==> src/inc/gpm_params.svh <==
// Constants of the pin mux and pad control block: addresses, layouts, reset values.
// Assumes inclusion by bare name from the package and the top module.
`ifndef GPM_PARAMS_SVH
`define GPM_PARAMS_SVH

// ----------------------------------------------------------------
// Register byte addresses
// ----------------------------------------------------------------
`define GPM_ADDR_FSEL0    32'hFFFF_F400
`define GPM_ADDR_FSEL1    32'hFFFF_F404
`define GPM_ADDR_FSEL2    32'hFFFF_F408
`define GPM_ADDR_DAT0     32'hFFFF_F420
`define GPM_ADDR_PAR0     32'hFFFF_F42C
`define GPM_ADDR_DAT1     32'hFFFF_F430
`define GPM_ADDR_PAR1     32'hFFFF_F43C
`define GPM_ADDR_DAT2     32'hFFFF_F440
`define GPM_ADDR_PAR2     32'hFFFF_F44C
`define GPM_ADDR_RESET_CONFIGURATION   32'hFFFF_F450

// ----------------------------------------------------------------
// Field layout
// ----------------------------------------------------------------
`define GPM_PIN_STRIDE    4
`define GPM_PU_OFS        0
`define GPM_DRV_OFS       1
`define GPM_DIR_LSB       24
`define GPM_OUT_LSB       16
`define GPM_RSTST_LSB     8
`define GPM_IN_LSB        0
`define GPM_RETAIN_BIT    0
`define GPM_CLKMODE_EXT   2'h3

// ----------------------------------------------------------------
// Reset values and access masks
// ----------------------------------------------------------------
`define GPM_FSEL0_RST     32'h0000_1111
`define GPM_FSEL1_RST     32'h0000_0000
`define GPM_FSEL2_RST     32'h0000_0000
`define GPM_FSEL_DBG_RST  16'h1111
`define GPM_FSEL_MASK     32'h3333_3333
`define GPM_PAR0_RST      32'h2222_0000
`define GPM_PAR1_RST      32'h2200_0022
`define GPM_PAR2_RST      32'h0000_0000
`define GPM_PAR0_MASK     32'h7771_1111
`define GPM_PAR1_MASK     32'h7711_1111
`define GPM_PAR2_MASK     32'h0001_1100
`define GPM_PAR_DRV_MASK  32'h6666_6666
`define GPM_DAT_WMASK     32'hFFFF_0000
`define GPM_PIN_MASK      24'h1D_FFFF
`define GPM_RESET_CONFIGURATION_MASK   32'h0000_0001

`endif

==> src/inc/gpm_pkg.sv <==
// Types shared by the pin mux and pad control block.
// Assumes gpm_params.svh on the include path.
`include "gpm_params.svh"

package gpm_pkg;

   typedef enum logic [1:0] {
      GPM_FN_GPIO = 2'h0,
      GPM_FN_ALT1 = 2'h1,
      GPM_FN_ALT2 = 2'h2,
      GPM_FN_ALT3 = 2'h3
   } gpm_func_t;

   typedef enum logic [1:0] {
      GPM_DRV_MEDIUM = 2'h0,
      GPM_DRV_LOW    = 2'h1,
      GPM_DRV_HIGH   = 2'h2
   } gpm_drive_t;

   // Pad controls, 8 slots per port, port p at bits 8p+7..8p of o, oe and pullup_en, 16p+15..16p of drive
   typedef struct packed {
      logic [23:0] o;
      logic [23:0] oe;
      logic [23:0] pullup_en;
      logic [47:0] drive;
   } gpm_pad_t;

   // One alternate function's drive onto the pins
   typedef struct packed {
      logic [23:0] o;
      logic [23:0] oe;
   } gpm_alt_t;

endpackage : gpm_pkg

==> src/core/gpm_top.sv <==
// Pin function mux and pad control for three 8-slot ports, APB3 register slave.
// Assumes pin inputs synchronous to CLK; SOFT_RST is a one-cycle pulse from the
// watchdog or software reset logic; PLL_CLK_MODE comes from the PLL control register.

`include "gpm_params.svh"

module gpm_top
   import gpm_pkg::*;
#(
   parameter logic [23:0] PIN_MASK = `GPM_PIN_MASK
) (
   input  wire logic        CLK,
   input  wire logic        RST_B,
   input  wire logic        PSEL,
   input  wire logic        PENABLE,
   input  wire logic        PWRITE,
   input  wire logic [31:0] PADDR,
   input  wire logic [31:0] PWDATA,
   output logic      [31:0] PRDATA,
   output logic             PREADY,
   output logic             PSLVERR,
   input  wire logic        SOFT_RST,
   input  wire logic        POWER_SAVE,
   input  wire logic [1:0]  PLL_CLK_MODE,
   input  wire logic        CORE_CLK_OUT,
   input  wire logic [23:0] PIN_I,
   input  wire gpm_alt_t    ALT1,
   input  wire gpm_alt_t    ALT2,
   input  wire gpm_alt_t    ALT3,
   output gpm_pad_t         PAD,
   output logic      [23:0] PIN_IN,
   output logic      [3:0]  EXT_IRQ,
   output logic             PIN12_CLK_IN
);

   // ----------------------------------------------------------------
   // Register state
   // ----------------------------------------------------------------
   logic [31:0] fsel       [3];
   logic [31:0] par        [3];
   logic [15:0] dat_ctl    [3];
   logic [7:0]  rst_state  [3];
   logic [2:0]  drv_locked;
   logic        retain;
   logic        strap_pend;
   logic        soft_clear;
   logic        bus_access;
   logic        bus_wr;
   logic [31:0] par_mask   [3];
   logic [31:0] par_rst    [3];
   logic [31:0] fsel_rst   [3];
   logic [31:0] rd_data;
   logic        rd_hit;

   // ----------------------------------------------------------------
   // Per-port constants
   // ----------------------------------------------------------------
   // Read masks hide fixed bits, so a reset value that sets one still reads 00.
   assign par_mask[0] = `GPM_PAR0_MASK;
   assign par_mask[1] = `GPM_PAR1_MASK;
   assign par_mask[2] = `GPM_PAR2_MASK;
   assign par_rst[0]  = `GPM_PAR0_RST;
   assign par_rst[1]  = `GPM_PAR1_RST;
   assign par_rst[2]  = `GPM_PAR2_RST;
   assign fsel_rst[0] = `GPM_FSEL0_RST;
   assign fsel_rst[1] = `GPM_FSEL1_RST;
   assign fsel_rst[2] = `GPM_FSEL2_RST;

   assign soft_clear = SOFT_RST & ~retain;
   // power saving ignored
   // POWER_SAVE deliberately steers nothing: pads keep every bit of state.

   // ----------------------------------------------------------------
   // APB handshake
   // ----------------------------------------------------------------
   // One wait state: PREADY is registered so read data is settled with it.
   // Unmapped addresses answer with PSLVERR and leave every register alone.
   assign bus_access = PSEL & PENABLE & PREADY;
   assign bus_wr     = bus_access & PWRITE;

   always_ff @(posedge CLK or negedge RST_B) begin
      if (!RST_B) begin
         PREADY <= 1'b0;
      end else begin
         PREADY <= PSEL & PENABLE & ~PREADY;
      end
   end

   always_ff @(posedge CLK or negedge RST_B) begin
      if (!RST_B) begin
         PRDATA  <= 32'h0000_0000;
         PSLVERR <= 1'b0;
      end else if (PSEL & PENABLE & ~PREADY) begin
         PRDATA  <= PWRITE ? 32'h0000_0000 : rd_data;
         PSLVERR <= ~rd_hit;
      end else begin
         PRDATA  <= 32'h0000_0000;
         PSLVERR <= 1'b0;
      end
   end

   // ----------------------------------------------------------------
   // Read decode
   // ----------------------------------------------------------------
   // Set and clear data registers are left undecoded and answer with an error.
   always_comb begin
      rd_hit  = 1'b1;
      rd_data = 32'h0000_0000;
      if (PADDR == `GPM_ADDR_FSEL0) begin
         rd_data = fsel[0];
      end else if (PADDR == `GPM_ADDR_FSEL1) begin
         rd_data = fsel[1];
      end else if (PADDR == `GPM_ADDR_FSEL2) begin
         rd_data = fsel[2];
      end else if (PADDR == `GPM_ADDR_PAR0) begin
         rd_data = par[0] & par_mask[0];
      end else if (PADDR == `GPM_ADDR_PAR1) begin
         rd_data = par[1] & par_mask[1];
      end else if (PADDR == `GPM_ADDR_PAR2) begin
         rd_data = par[2] & par_mask[2];
      end else if (PADDR == `GPM_ADDR_DAT0) begin
         rd_data = {dat_ctl[0], rst_state[0], PIN_IN[7:0]};
      end else if (PADDR == `GPM_ADDR_DAT1) begin
         rd_data = {dat_ctl[1], rst_state[1], PIN_IN[15:8]};
      end else if (PADDR == `GPM_ADDR_DAT2) begin
         rd_data = {dat_ctl[2], rst_state[2], PIN_IN[23:16]};
      end else if (PADDR == `GPM_ADDR_RESET_CONFIGURATION) begin
         rd_data = {31'h0000_0000, retain};
      end else begin
         rd_hit = 1'b0;
      end
   end

   // ----------------------------------------------------------------
   // Reset configuration and boot strap
   // ----------------------------------------------------------------
   always_ff @(posedge CLK or negedge RST_B) begin
      if (!RST_B) begin
         retain <= 1'b0;
      end else if (bus_wr && PADDR == `GPM_ADDR_RESET_CONFIGURATION) begin
         retain <= PWDATA[`GPM_RETAIN_BIT];
      end
   end

   // Strap is caught at the first edge after release, never under reset.
   always_ff @(posedge CLK or negedge RST_B) begin
      if (!RST_B) begin
         strap_pend <= 1'b1;
      end else begin
         strap_pend <= 1'b0;
      end
   end

   // ----------------------------------------------------------------
   // Function select registers
   // ----------------------------------------------------------------
   always_ff @(posedge CLK or negedge RST_B) begin
      if (!RST_B) begin
         fsel[0] <= `GPM_FSEL0_RST;
         fsel[1] <= `GPM_FSEL1_RST;
         fsel[2] <= `GPM_FSEL2_RST;
      end else begin
         for (int p = 0; p < 3; p++) begin
            if (soft_clear) begin
               fsel[p] <= fsel_rst[p];
            end else if (bus_wr && PADDR == `GPM_ADDR_FSEL0 + 32'(4 * p)) begin
               fsel[p] <= PWDATA & `GPM_FSEL_MASK;
            end
         end
         if (strap_pend | soft_clear) begin
            fsel[0][15:0] <= PIN_I[0] ? `GPM_FSEL_DBG_RST : 16'h0000;
         end
      end
   end

   // ----------------------------------------------------------------
   // Pad parameter registers
   // ----------------------------------------------------------------
   always_ff @(posedge CLK or negedge RST_B) begin
      if (!RST_B) begin
         par[0]     <= `GPM_PAR0_RST;
         par[1]     <= `GPM_PAR1_RST;
         par[2]     <= `GPM_PAR2_RST;
         drv_locked <= 3'h0;
      end else begin
         for (int p = 0; p < 3; p++) begin
            if (soft_clear) begin
               par[p]        <= par_rst[p];
               drv_locked[p] <= 1'b0;
            end else if (bus_wr && PADDR == `GPM_ADDR_PAR0 + 32'(16 * p)) begin
               // Any first write spends the drive lock, even one for pull-ups only.
               // drive write once
               if (drv_locked[p]) begin
                  par[p] <= (par[p] & ~(par_mask[p] & ~`GPM_PAR_DRV_MASK))
                          | (PWDATA & par_mask[p] & ~`GPM_PAR_DRV_MASK);
               end else begin
                  par[p] <= (par[p] & ~par_mask[p]) | (PWDATA & par_mask[p]);
               end
               drv_locked[p] <= 1'b1;
            end
         end
      end
   end

   // ----------------------------------------------------------------
   // Data and direction registers
   // ----------------------------------------------------------------
   always_ff @(posedge CLK or negedge RST_B) begin
      if (!RST_B) begin
         for (int p = 0; p < 3; p++) begin
            dat_ctl[p] <= 16'h0000;
         end
      end else begin
         for (int p = 0; p < 3; p++) begin
            if (soft_clear) begin
               dat_ctl[p] <= 16'h0000;
            end else if (bus_wr && PADDR == `GPM_ADDR_DAT0 + 32'(16 * p)) begin
               // Slots of missing pins stay input and low whatever is written.
               dat_ctl[p] <= PWDATA[31:16]
                           & {PIN_MASK[8*p +: 8], PIN_MASK[8*p +: 8]};
            end
         end
      end
   end

   // reset pin state
   // Recaptured on every soft reset, retained or not, so software sees the last one.
   always_ff @(posedge CLK or negedge RST_B) begin
      if (!RST_B) begin
         for (int p = 0; p < 3; p++) begin
            rst_state[p] <= 8'h00;
         end
      end else if (strap_pend | SOFT_RST) begin
         for (int p = 0; p < 3; p++) begin
            rst_state[p] <= PIN_I[8*p +: 8] & PIN_MASK[8*p +: 8];
         end
      end
   end

   // ----------------------------------------------------------------
   // Input sampling
   // ----------------------------------------------------------------
   // always connected
   always_ff @(posedge CLK or negedge RST_B) begin
      if (!RST_B) begin
         PIN_IN <= 24'h00_0000;
      end else begin
         PIN_IN <= PIN_I & PIN_MASK;
      end
   end

   // Interrupt inputs exist only on four pins and only in GPIO mode.
   always_ff @(posedge CLK or negedge RST_B) begin
      if (!RST_B) begin
         EXT_IRQ <= 4'h0;
      end else begin
         EXT_IRQ[0] <= PIN_I[4]  & (fsel[0][17:16] == GPM_FN_GPIO);
         EXT_IRQ[1] <= PIN_I[9]  & (fsel[1][5:4]   == GPM_FN_GPIO);
         EXT_IRQ[2] <= PIN_I[10] & (fsel[1][9:8]   == GPM_FN_GPIO);
         EXT_IRQ[3] <= PIN_I[11] & (fsel[1][13:12] == GPM_FN_GPIO);
      end
   end

   // ----------------------------------------------------------------
   // Pad drive mux
   // ----------------------------------------------------------------
   gpm_pad_t  next_pad;
   logic      next_clk_in;

   always_comb begin
      gpm_func_t fn;
      int        p;
      int        n;
      next_pad    = '0;
      next_clk_in = 1'b0;
      fn          = GPM_FN_GPIO;
      p           = 0;
      n           = 0;
      for (int i = 0; i < 24; i++) begin
         p  = i / 8;
         n  = i % 8;
         fn = gpm_func_t'(fsel[p][`GPM_PIN_STRIDE * n +: 2]);
         case (fn)
            GPM_FN_GPIO: begin
               next_pad.o[i]  = dat_ctl[p][n];
               next_pad.oe[i] = dat_ctl[p][8 + n];
            end
            GPM_FN_ALT1: begin
               next_pad.o[i]  = ALT1.o[i];
               next_pad.oe[i] = ALT1.oe[i];
            end
            GPM_FN_ALT2: begin
               next_pad.o[i]  = ALT2.o[i];
               next_pad.oe[i] = ALT2.oe[i];
            end
            default: begin
               next_pad.o[i]  = ALT3.o[i];
               next_pad.oe[i] = ALT3.oe[i];
            end
         endcase
         if (i == 10 && fn == GPM_FN_ALT2) begin
            if (PLL_CLK_MODE == `GPM_CLKMODE_EXT) begin
               // Pad released so the board clock can drive the pin.
               next_pad.o[i]  = 1'b0;
               next_pad.oe[i] = 1'b0;
               next_clk_in    = 1'b1;
            end else begin
               next_pad.o[i]  = CORE_CLK_OUT;
               next_pad.oe[i] = 1'b1;
            end
         end
         next_pad.pullup_en[i] = ~(par[p][`GPM_PIN_STRIDE * n + `GPM_PU_OFS]
                                   & par_mask[p][`GPM_PIN_STRIDE * n + `GPM_PU_OFS]);
         next_pad.drive[2*i +: 2] = par[p][`GPM_PIN_STRIDE * n + `GPM_DRV_OFS +: 2]
                                  & par_mask[p][`GPM_PIN_STRIDE * n + `GPM_DRV_OFS +: 2];
         // Unbonded slots are parked: never driven, no pull-up.
         if (!PIN_MASK[i]) begin
            next_pad.o[i]            = 1'b0;
            next_pad.oe[i]           = 1'b0;
            next_pad.pullup_en[i]    = 1'b0;
            next_pad.drive[2*i +: 2] = GPM_DRV_MEDIUM;
         end
      end
   end

   // Pad state follows the registers and the mux inputs; power saving does not touch it.
   always_ff @(posedge CLK or negedge RST_B) begin
      if (!RST_B) begin
         PAD          <= '0;
         PIN12_CLK_IN <= 1'b0;
      end else begin
         PAD          <= next_pad;
         PIN12_CLK_IN <= next_clk_in;
      end
   end

endmodule : gpm_top

==> config.mk <==
export PLATFORM = sky130hd
export DESIGN_NAME = gpm_top
export DESIGN_NICKNAME = d
export VERILOG_FILES = /design/src/inc/gpm_pkg.sv /design/src/core/gpm_top.sv
export VERILOG_INCLUDE_DIRS = /design/src /design/src/inc
export SDC_FILE = /design/constraint.sdc
export NUM_CORES = 1
export LEC_CHECK = 0
export ABC_AREA = 1
export BUFFER_PORTS_ARGS = -buffer_cell sky130_fd_sc_hd__buf_4
export CAP_MARGIN = 20
export CELL_PAD_IN_SITES_DETAIL_PLACEMENT = 0
export CELL_PAD_IN_SITES_GLOBAL_PLACEMENT = 1
export CORE_UTILIZATION = 30
export CTS_CLUSTER_DIAMETER = 120
export DETAILED_ROUTE_END_ITERATION = 6
export PLACE_DENSITY_LB_ADDON = 0.1
export SYNTH_ARGS = -nofsm -noshare
export SYNTH_HDL_FRONTEND = slang
export SYNTH_SLANG_ARGS = --single-unit
==> constraint.sdc <==
create_clock -name CLK -period 5 [get_ports CLK]
set_clock_uncertainty 0.2 [all_clocks]
set_input_delay 0.5 -clock CLK [delete_from_list [all_inputs] [get_ports CLK]]
set_output_delay 0.5 -clock CLK [all_outputs]
set_load 0.05 [all_outputs]
==> results.ini, run 1 <==
[routing]
drt_iter0_drc = 692
drc = 0
wirelength_um = 46300
vias = 11046
ant_nets = 0
dr.pass1.iters = 5
wl_per_cell_um = 19.8
viasPerCell = 4.72

[power_and_ir_drop]
powerDensity_nw_per_um2 = 315
power_leakage_nw = 8.23
p_comb_share_pct = 10.7
p_switching_mw = 1.36
ir_drop_mv = 0.176
clock_power_share_pct = 46.6
switching_share_pct = 25.7
internal_power_mw = 3.94
power_frac_seq_pct = 42.7

[die]
die_y_um = 205
io_pins = 425
fp.dieW_um = 205
core-area_um2 = 40800
dieArea_um2 = 42200
row_count = 74
initial_core_util_pct = 30.4

[sta]
drv_slew = 0
worst_pin_slew_ns = 0.861
slew_headroom_pct = 42.6
setup_tns_ns = 0
rsz0062_at_grt = no
layout_min_cycle_time_ns = 2.79
setup_violations = 0
final_hold_viol_count = 0
post-route-period-util_pct = 55.8
fmax_mhz = 358

[synthesis]
synth.avg_cell_area_um2 = 8.90
synth_cells = 1395
synth_area_leaders = dfrtp_1 (52%), nand2_1 (9.1%), nand3_1 (5.0%)
yosys.area.top_type = dfrtp_1
synth-seq-area-share_pct = 54.5
yosysMostFrequentCell = nand2_1
yosys_most_used_dff = dfrtp_1
synth_top_area_share_pct = 52.4
synth_common_cells = nand2_1 (301), dfrtp_1 (260), inv_1 (138), nand3_1 (124), o21ai_0 (102)
synth_area_um2 = 12400
synth_warnings = 0
ys_types = 49
synth_edf_count = 0
synthArstFlopShare_pct = 100
ys_seq_elements = 270

[flow_run]
drv_cap = 0

[min_path]
hold_depth = 3
min_to = PAD[73]
min_from = ALT3[1]
worstHoldPathType = input pin to flop

[cells_and_area]
nets = 2025
final_util_pct = 41.2
final_layout_size_suffix_gt1_share_pct = 27.2
antenna_cells = 0
syn2layout_area_growth_pct = 35.6

[setup_path]
r2r-start = retain
crit_fanout = 8
rr_endpoint = fsel[77]
cp-end-kind = flop
worst_setup_path_start_kind = input pin
worstPathRequired_ns = 5.17
worst-r2r-setup-slack_ns = 2.32
reg2reg_depth = 8
path_class = input pin to flop
worstPathArrival_ns = 2.96

[clock_network]
cts_resized = 0
clk_latency_ns = 0.51
cts_tree = built
numCtsBuffers = 34
cts_buffer_depth = 3
clkSlewWorstSetupHoldPaths_ns = 0.06
cts_sinks = 270
clockRootBuffer = clkbuf_16
cts-htree-levels = 2

[status]
status = completed

[global_routing]
grt_max_degree = 116
grt_pass1_vias = 10977
overflow = 0
grt.total_usage_pct = 22.0
grt_pass1_wl_um = 68300
antenna_found_initial = 0

[placed_design]
numPortBuffers = 331
dp_hpwl_um = 35200
routabilityCongestion = 0.838

==> metal layers <==
layer / global-route usage (%) / vias to the layer above / share of wire [%]
met5: 0 / - / 0
met4: 5.21 / 0 / 1.6
met3: 4.18 / 39 / 6.1
met2: 37.1 / 362 / 49
met1: 29.1 / 5341 / 44
li1: - / 5304 / -
==> cell type report <==
class / count / area, um2
clock inverter: 9 / 105
fill: 4174 / 24000
timing repair buffer: 383 / 3020
multi-input combinational: 940 / 4690
sequential: 270 / 6770
clock buffer: 51 / 1020
tap: 532 / 666
inverter: 154 / 581
==> critical path: stages <==
cell,delay (ns)
dlygate4sd3_1,0.53
buf_4,0.11
nand4_1,0.42
inv_1,0.56
nand2_2,0.26
nand2_1,0.24
inv_1,0.16
nand2_1,0.09
o21ai_0,0.08
==> registers in the layout, indices dropped and copies added, names as in the netlist, 2 cells and up <==
name / cells
rst_state: 20
next_pad: 10
fsel: 48
EXT_IRQ: 4
drv_locked: 2
PAD: 70
par: 19
PRDATA: 32
PIN_IN: 20
dat_ctl: 40
==> what timing repair did <==
action                                 CTS  global route
hold buffers                            44             0
buffers inserted                         0             0
endpoints found under the hold margin  115             0
==> worst max-delay path by stage <==
stage               from          end  slack (ns)  cells past startpoint
6_report         PENABLE     fsel[80]        2.21                      9
5_1_grt           retain     fsel[64]        2.04                      7
4_1_cts          PENABLE     fsel[80]        2.23                      9
3_5_place_dp   PADDR[24]  dat_ctl[44]        1.79                     13
3_3_place_gp   PADDR[24]  dat_ctl[44]        1.82                     13
2_1_floorplan   PADDR[1]   PRDATA[10]        2.88                      9
==> placed cells by master, fill, tap and decap left out, types with 16 or more instances in the layout <==
master and instances:
inv_1 138, dlygate4sd3_1 44, nor2_2 22, dfrtp_1 260, nand3_1 124, conb_1 56
o21ai_0 102, o21ai_1 65, clkbuf_16 35, buf_4 336, a22oi_1 16, nand2_1 301
nor2_1 75, a21oi_1 50, nand4_1 26
==> cells by family (layout without fill, tap and decap cells) <==
group	count (synthesis)	after routing	synth area share, %
AOI/OAI and AO/OA	281	281	12.6
buffers and inverters	239	597	9.39
DFF	270	270	54.5
muxes	13	13	1.18
other	2	56	0.0605
and+or+nand+nor	590	590	22.2
==> through the flow <==
| step | instances | worst slack, ns | hold WS [ns] | cell area, um2 | power [mW] |
|---|---|---|---|---|---|
| 6_report | 2339 | 2.21 | 0.0238 | 16800 | 5.30 |
| 5_1_grt | 2339 | 2.04 | 0.0218 | 16800 | 5.51 |
| 3_3_place_gp | 2235 | 1.82 | 0.208 | 15300 | 2.85 |
| 4_1_cts | 2339 | 2.23 | 0.00231 | 16800 | 5.38 |
| 3_5_place_dp | 2235 | 1.79 | 0.208 | 15300 | 2.85 |
| 2_1_floorplan | 1449 | 2.88 | 0.00441 | 12600 | 2.60 |
==> power by group through the flow <==
stage	clock network, mW	registers [mW]	logic, mW
after floorplan	0	2.39	0.209
after global placement	0	2.30	0.547
after detailed placement	0	2.30	0.547
after CTS	2.54	2.26	0.576
after global routing	2.63	2.27	0.610
final	2.47	2.26	0.568
No activity file was read; power rests on OpenSTA's default activity.
==> run 2, diff against run 1 <==
- clock period: 5 -> 2.4 ns (I/O delays scaled with it)
==> results.ini, run 2 (same netlist as run 1, synthesis figures left out) <==
[status]
status = complete, but fails checks
violations = hold timing

[cells_and_area]
fin_cells = 2468  ; +5.5%
final_layout_size_suffix_gt1_share_pct = 27.9  ; +0.72 points
syn2layout_area_growth_pct = 45.8
seq_area_um2 = 6770  ; unchanged
antenna_cells = 0  ; unchanged
final_util_pct = 44.3  ; +3.1 points
multi_input_area_um2 = 4690  ; unchanged
layout_commonest_cell = buf_4
top_register = PAD
n_fill_cell = 4100  ; -1.8%
top_regs = PAD: 70 flops, fsel: 48 flops, dat_ctl: 40 flops
largest_register_ffs = 70  ; unchanged
final_cell_mix = buf_4 (382), nand2_1 (301), dfrtp_1 (260)
nets = 2156  ; +6.5%

[min_path]
worstHoldPathType = input pin to asynchronous set/reset pin

[setup_path]
slowest_delay_ns = 0.56  ; about the same
critPathBufInv = 4  ; unchanged
worstPathArrival_ns = 2.49  ; -0.47 ns
r2r-start = PREADY
rr_endpoint = retain
cp-end-kind = flop
worst_path_max_delay_cell = dlygate4sd3_1
reg2reg_depth = 7  ; -1
worst-r2r-setup-slack_ns = 0.23  ; -2.09 ns
worst_setup_path_start_kind = input pin
crit_top_cell = dlygate4sd3_1
worstPathRequired_ns = 2.60  ; -2.57 ns
path_delay_family = buffers and inverters
crit_chain = dlygate4sd3_1, buf_4, nand2_1, dlygate4sd3_1, nor2_1, inv_1, nor3_2, nand2_2, o32ai_1
path_class = input pin to flop
crit_fanout = 3  ; -5

[flow_run]
drv_cap = 0  ; unchanged

[sta]
rsz0062_at_grt = no
worst_slack_ns = 0.115  ; -2.09 ns
setup_tns_ns = 0  ; unchanged
worst_pin_slew_ns = 0.645  ; -0.216 ns
drv_slew = 0  ; unchanged
final_hold_viol_count = 3  ; +3
slew_headroom_pct = 56.9  ; +14 points
setup_violations = 0  ; unchanged
layout_min_cycle_time_ns = 2.28
whs_ns = -0.00191  ; -0.0257 ns
post-route-period-util_pct = 95.2
fmax_mhz = 438

[global_routing]
overflow = 0  ; unchanged
antenna_found_initial = 0  ; unchanged
grt_pass1_wl_um = 70100  ; +2.6%
grt.total_usage_pct = 22.3  ; +0.30 points
grt_max_degree = 59  ; -49%
grt_pass1_vias = 11563  ; +5.3%

[clock_network]
clk_latency_ns = 0.57  ; +0.06 ns
cts_buffer_depth = 3  ; unchanged
cts_sinks = 270  ; unchanged
clkSlewWorstSetupHoldPaths_ns = 0.06  ; about the same
cts_tree = built
cts_resized = 0  ; unchanged
cts-htree-levels = 1  ; -1
numCtsBuffers = 31  ; -8.8%
clockRootBuffer = clkbuf_16

[die]
row_count = 74  ; unchanged
die_y_um = 205  ; unchanged
fp.dieW_um = 205  ; unchanged
dieArea_um2 = 42200  ; unchanged
io_pins = 425  ; unchanged
core-area_um2 = 40800  ; unchanged
initial_core_util_pct = 30.4  ; unchanged

[placed_design]
routabilityCongestion = 0.848  ; +1.3%
numPortBuffers = 331  ; unchanged
dp_hpwl_um = 36300  ; +3.2%
place_ws_ns = 0.0545  ; -1.74 ns
place_inst = 2286  ; +2.3%

[routing]
ant_nets = 0  ; unchanged
drt_iter0_drc = 633  ; -8.5%
dr.pass1.iters = 5  ; unchanged
viasPerCell = 4.64  ; -1.6%
vias = 11463  ; +3.8%
wl_per_cell_um = 19.0  ; -4.1%
drc = 0  ; unchanged
wirelength_um = 46900  ; +1.2%

[power_and_ir_drop]
powerDensity_nw_per_um2 = 614  ; +95%
ir_drop_mv = 0.499  ; +180%
power_leakage_nw = 8.88  ; +7.9%
power_mw = 11.1  ; +110%

run 2: changes by cell type in the layout (fill, tap and decap cells not counted), sizes merged:
cell	before	now
clkbuf	51	49
dlygate4sd3	44	127
clkinvlp	1	0
bufinv	2	4
buf	339	390
clkinv	7	4
inv	153	152
run 2: worst max path at each step:
| stage | end | start | cells after the start | slack [ns] |
|---|---|---|---|---|
| floorplan | dat_ctl[44] | PREADY | 8 | 0.31 |
| global placement | PRDATA[24] | PADDR[24] | 14 | 0.09 |
| detailed placement | fsel[16] | PADDR[24] | 11 | 0.05 |
| CTS | PRDATA[22] | PENABLE | 9 | 0.14 |
| global route | dat_ctl[8] | PADDR[4] | 12 | 0.03 |
| finish | PRDATA[22] | PENABLE | 9 | 0.12 |
run 2: final cells by class:
type / count / area share [%]
Sequential cell: 270 / 37.4
Clock buffer: 49 / 5.38
Timing Repair Buffer: 517 / 23.7
Inverter: 154 / 3.21
Tap cell: 532 / 3.68
Multi-Input combinational cell: 940 / 25.9
Clock inverter: 6 / 0.719
run 2: power by group:
part,leakage [nW],switching [mW],internal [mW]
logic,4.97,0.796,0.515
clock network,0.546,1.92,3.17
registers,3.36,0.0621,4.66
total,8.88,2.78,8.35
run 2: metrics by stage:
stage	hold WS [ns]	area, um2
2_1_floorplan	-0.256	12600
3_3_place_gp	0.0100	15700
3_5_place_dp	0.0212	15700
4_1_cts	0.00130	18100
5_1_grt	0.00408	18100
6_report	-0.00191	18100
run 2: metal layers:
metal | up-vias | track usage (%) | wire length (um)
li1 | 5572 | - | -
met1 | 5504 | 29.8 | 20600
met2 | 340 | 38.0 | 22900
met3 | 47 | 3.36 | 2530
met4 | 0 | 4.95 | 869
met5 | - | 0 | 0
run 2: repair_timing:
action | in CTS | in global routing
endpoints found under the hold margin | 424 | 0
buffers inserted | 0 | 0
hold buffers | 127 | 0
==> run 3, diff against run 2 <==
- GPL_TIMING_DRIVEN: default -> 0
==> results.ini, run 3 (same netlist as run 1, synthesis figures left out) <==
[status]
status = completed

[setup_path]
worstPathArrival_ns = 2.41  ; -0.08 ns
worstPathRequired_ns = 2.59  ; about the same
worst_path_max_delay_cell = clkbuf_1
critPathBufInv = 1  ; -3
crit_chain = nor2_1, clkbuf_1, mux2_2
cp-end-kind = flop
path_delay_family = buffers and inverters
slowest_delay_ns = 0.73  ; +0.17 ns
path_class = flop to flop
worst_setup_path_start_kind = flop
crit_fanout = 10  ; +7

[cells_and_area]
final_cell_mix = buf_4 (387), nand2_1 (300), dfrtp_1 (260)
layout_commonest_cell = buf_4
antenna_cells = 0  ; unchanged
nets = 2188  ; +1.5%
syn2layout_area_growth_pct = 47.0
largest_register_ffs = 70  ; unchanged
top_register = PAD
final_layout_size_suffix_gt1_share_pct = 28.9  ; +0.98 points
top_regs = PAD: 70 flops, fsel: 48 flops, dat_ctl: 40 flops

[die]
initial_core_util_pct = 30.4  ; unchanged
row_count = 74  ; unchanged
dieArea_um2 = 42200  ; unchanged
die_y_um = 205  ; unchanged
io_pins = 425  ; unchanged
core-area_um2 = 40800  ; unchanged
fp.dieW_um = 205  ; unchanged

[routing]
wirelength_um = 50200  ; +7.1%
drt_iter0_drc = 709  ; +12%
viasPerCell = 4.71  ; +1.3%
ant_nets = 0  ; unchanged
drc = 0  ; unchanged
vias = 11781  ; +2.8%
dr.pass1.iters = 5  ; unchanged
wl_per_cell_um = 20.1  ; +5.6%

[sta]
worst_pin_slew_ns = 0.905  ; +0.260 ns
final_hold_viol_count = 0  ; -3
whs_ns = 0.0149  ; +0.0168 ns
worst_slack_ns = 0.185  ; +0.0693 ns
post-route-period-util_pct = 92.3  ; -2.9 points
layout_min_cycle_time_ns = 2.22  ; -0.0693 ns
fmax_mhz = 451  ; +3.1%
setup_violations = 0  ; unchanged
rsz0062_at_grt = no
slew_headroom_pct = 39.7  ; -17 points
drv_slew = 0  ; unchanged

[clock_network]
cts_sinks = 270  ; unchanged
clockRootBuffer = clkbuf_16
cts-htree-levels = 2  ; +1
cts_tree = built
numCtsBuffers = 34  ; +9.7%
clkSlewWorstSetupHoldPaths_ns = 0.06  ; about the same
clk_latency_ns = 0.52  ; -0.05 ns
cts_buffer_depth = 3  ; unchanged

[global_routing]
grt_max_degree = 116  ; +97%
overflow = 0  ; unchanged
grt_pass1_vias = 11887  ; +2.8%
grt_pass1_wl_um = 73500  ; +5.0%
antenna_found_initial = 1  ; +1
grt.total_usage_pct = 23.8  ; +1.5 points

[min_path]
worstHoldPathType = input pin to asynchronous set/reset pin

[power_and_ir_drop]
powerDensity_nw_per_um2 = 618  ; +0.56%
power_mw = 11.3  ; +1.4%
power_leakage_nw = 9.00  ; +1.4%
ir_drop_mv = 0.333  ; -33%

[placed_design]
dp_hpwl_um = 38300  ; +5.5%
routabilityCongestion = 0.899  ; +6.0%
numPortBuffers = 331  ; unchanged
place_ws_ns = -0.475  ; -0.530 ns

[flow_run]
drv_cap = 0  ; unchanged

[run 3: worst reg2reg max path: stages, from the launching register on]
cell      delay [ns]
dfstp_2         0.39
nor2_1          0.36
clkbuf_1        0.73
mux2_2          0.42
[run 3: final timing paths]
| path | start | end | slack [ns] | cells after the start |
|---|---|---|---|---|
| min in group CLK | SOFT_RST | fsel[1] | 0.02 | 4 |
| worst max register to register | strap_pend | rst_state[4] | 0.18 | 3 |
| worst max-delay path | strap_pend | rst_state[4] | 0.18 | 3 |
| worst min-delay path | RST_B | PAD[15] | 0.01 | 2 |
| worst min register to register | next_pad[11] | PAD[11] | 0.21 | 0 |
| max in group asynchronous | RST_B | PAD[99] | 0.55 | 4 |
[run 3: power by group]
part / leakage, nW / switching (mW) / internal, mW
combinational: 5.08 / 0.813 / 0.563
clock: 0.556 / 2.00 / 3.18
sequential: 3.36 / 0.0660 / 4.66
total: 9.00 / 2.88 / 8.40
[run 3: metal layers]
metal / wire (um) / global-route usage, %
met3: 3130 / 4.13
met5: 0 / 0
met4: 1270 / 7.12
met1: 21700 / 31.1
met2: 24100 / 40.0
[run 3: cell type report]
type	count	area, um2
inverters	154	581
clock inverters	7	88.8
fillers	4143	22600
repair buffers	461	3820
clock buffers	54	1040
well taps	532	666
multi-input cells	940	4690
plain buffers	85	592
flip-flops and latches	270	6770
[run 3: per-stage QoR]
step,utilization (%),TNS (ns),instances,cell area [um2]
4_1_cts,44.7,0,2503,18200
2_1_floorplan,-,0,1449,12600
5_1_grt,44.7,0,2503,18200
3_5_place_dp,38.8,-11.35,2315,15800
6_report,44.7,0,2503,18200
3_3_place_gp,38.6,-427.99,2312,15800
[run 3: repair_timing]
item	4_1_cts	5_1_grt
hold buffers	125	0
endpoints found under the setup margin	55	3
buffers inserted	2	0
hold endpoints to repair	304	0
gates resized for setup	6	2
pin swaps	1	0
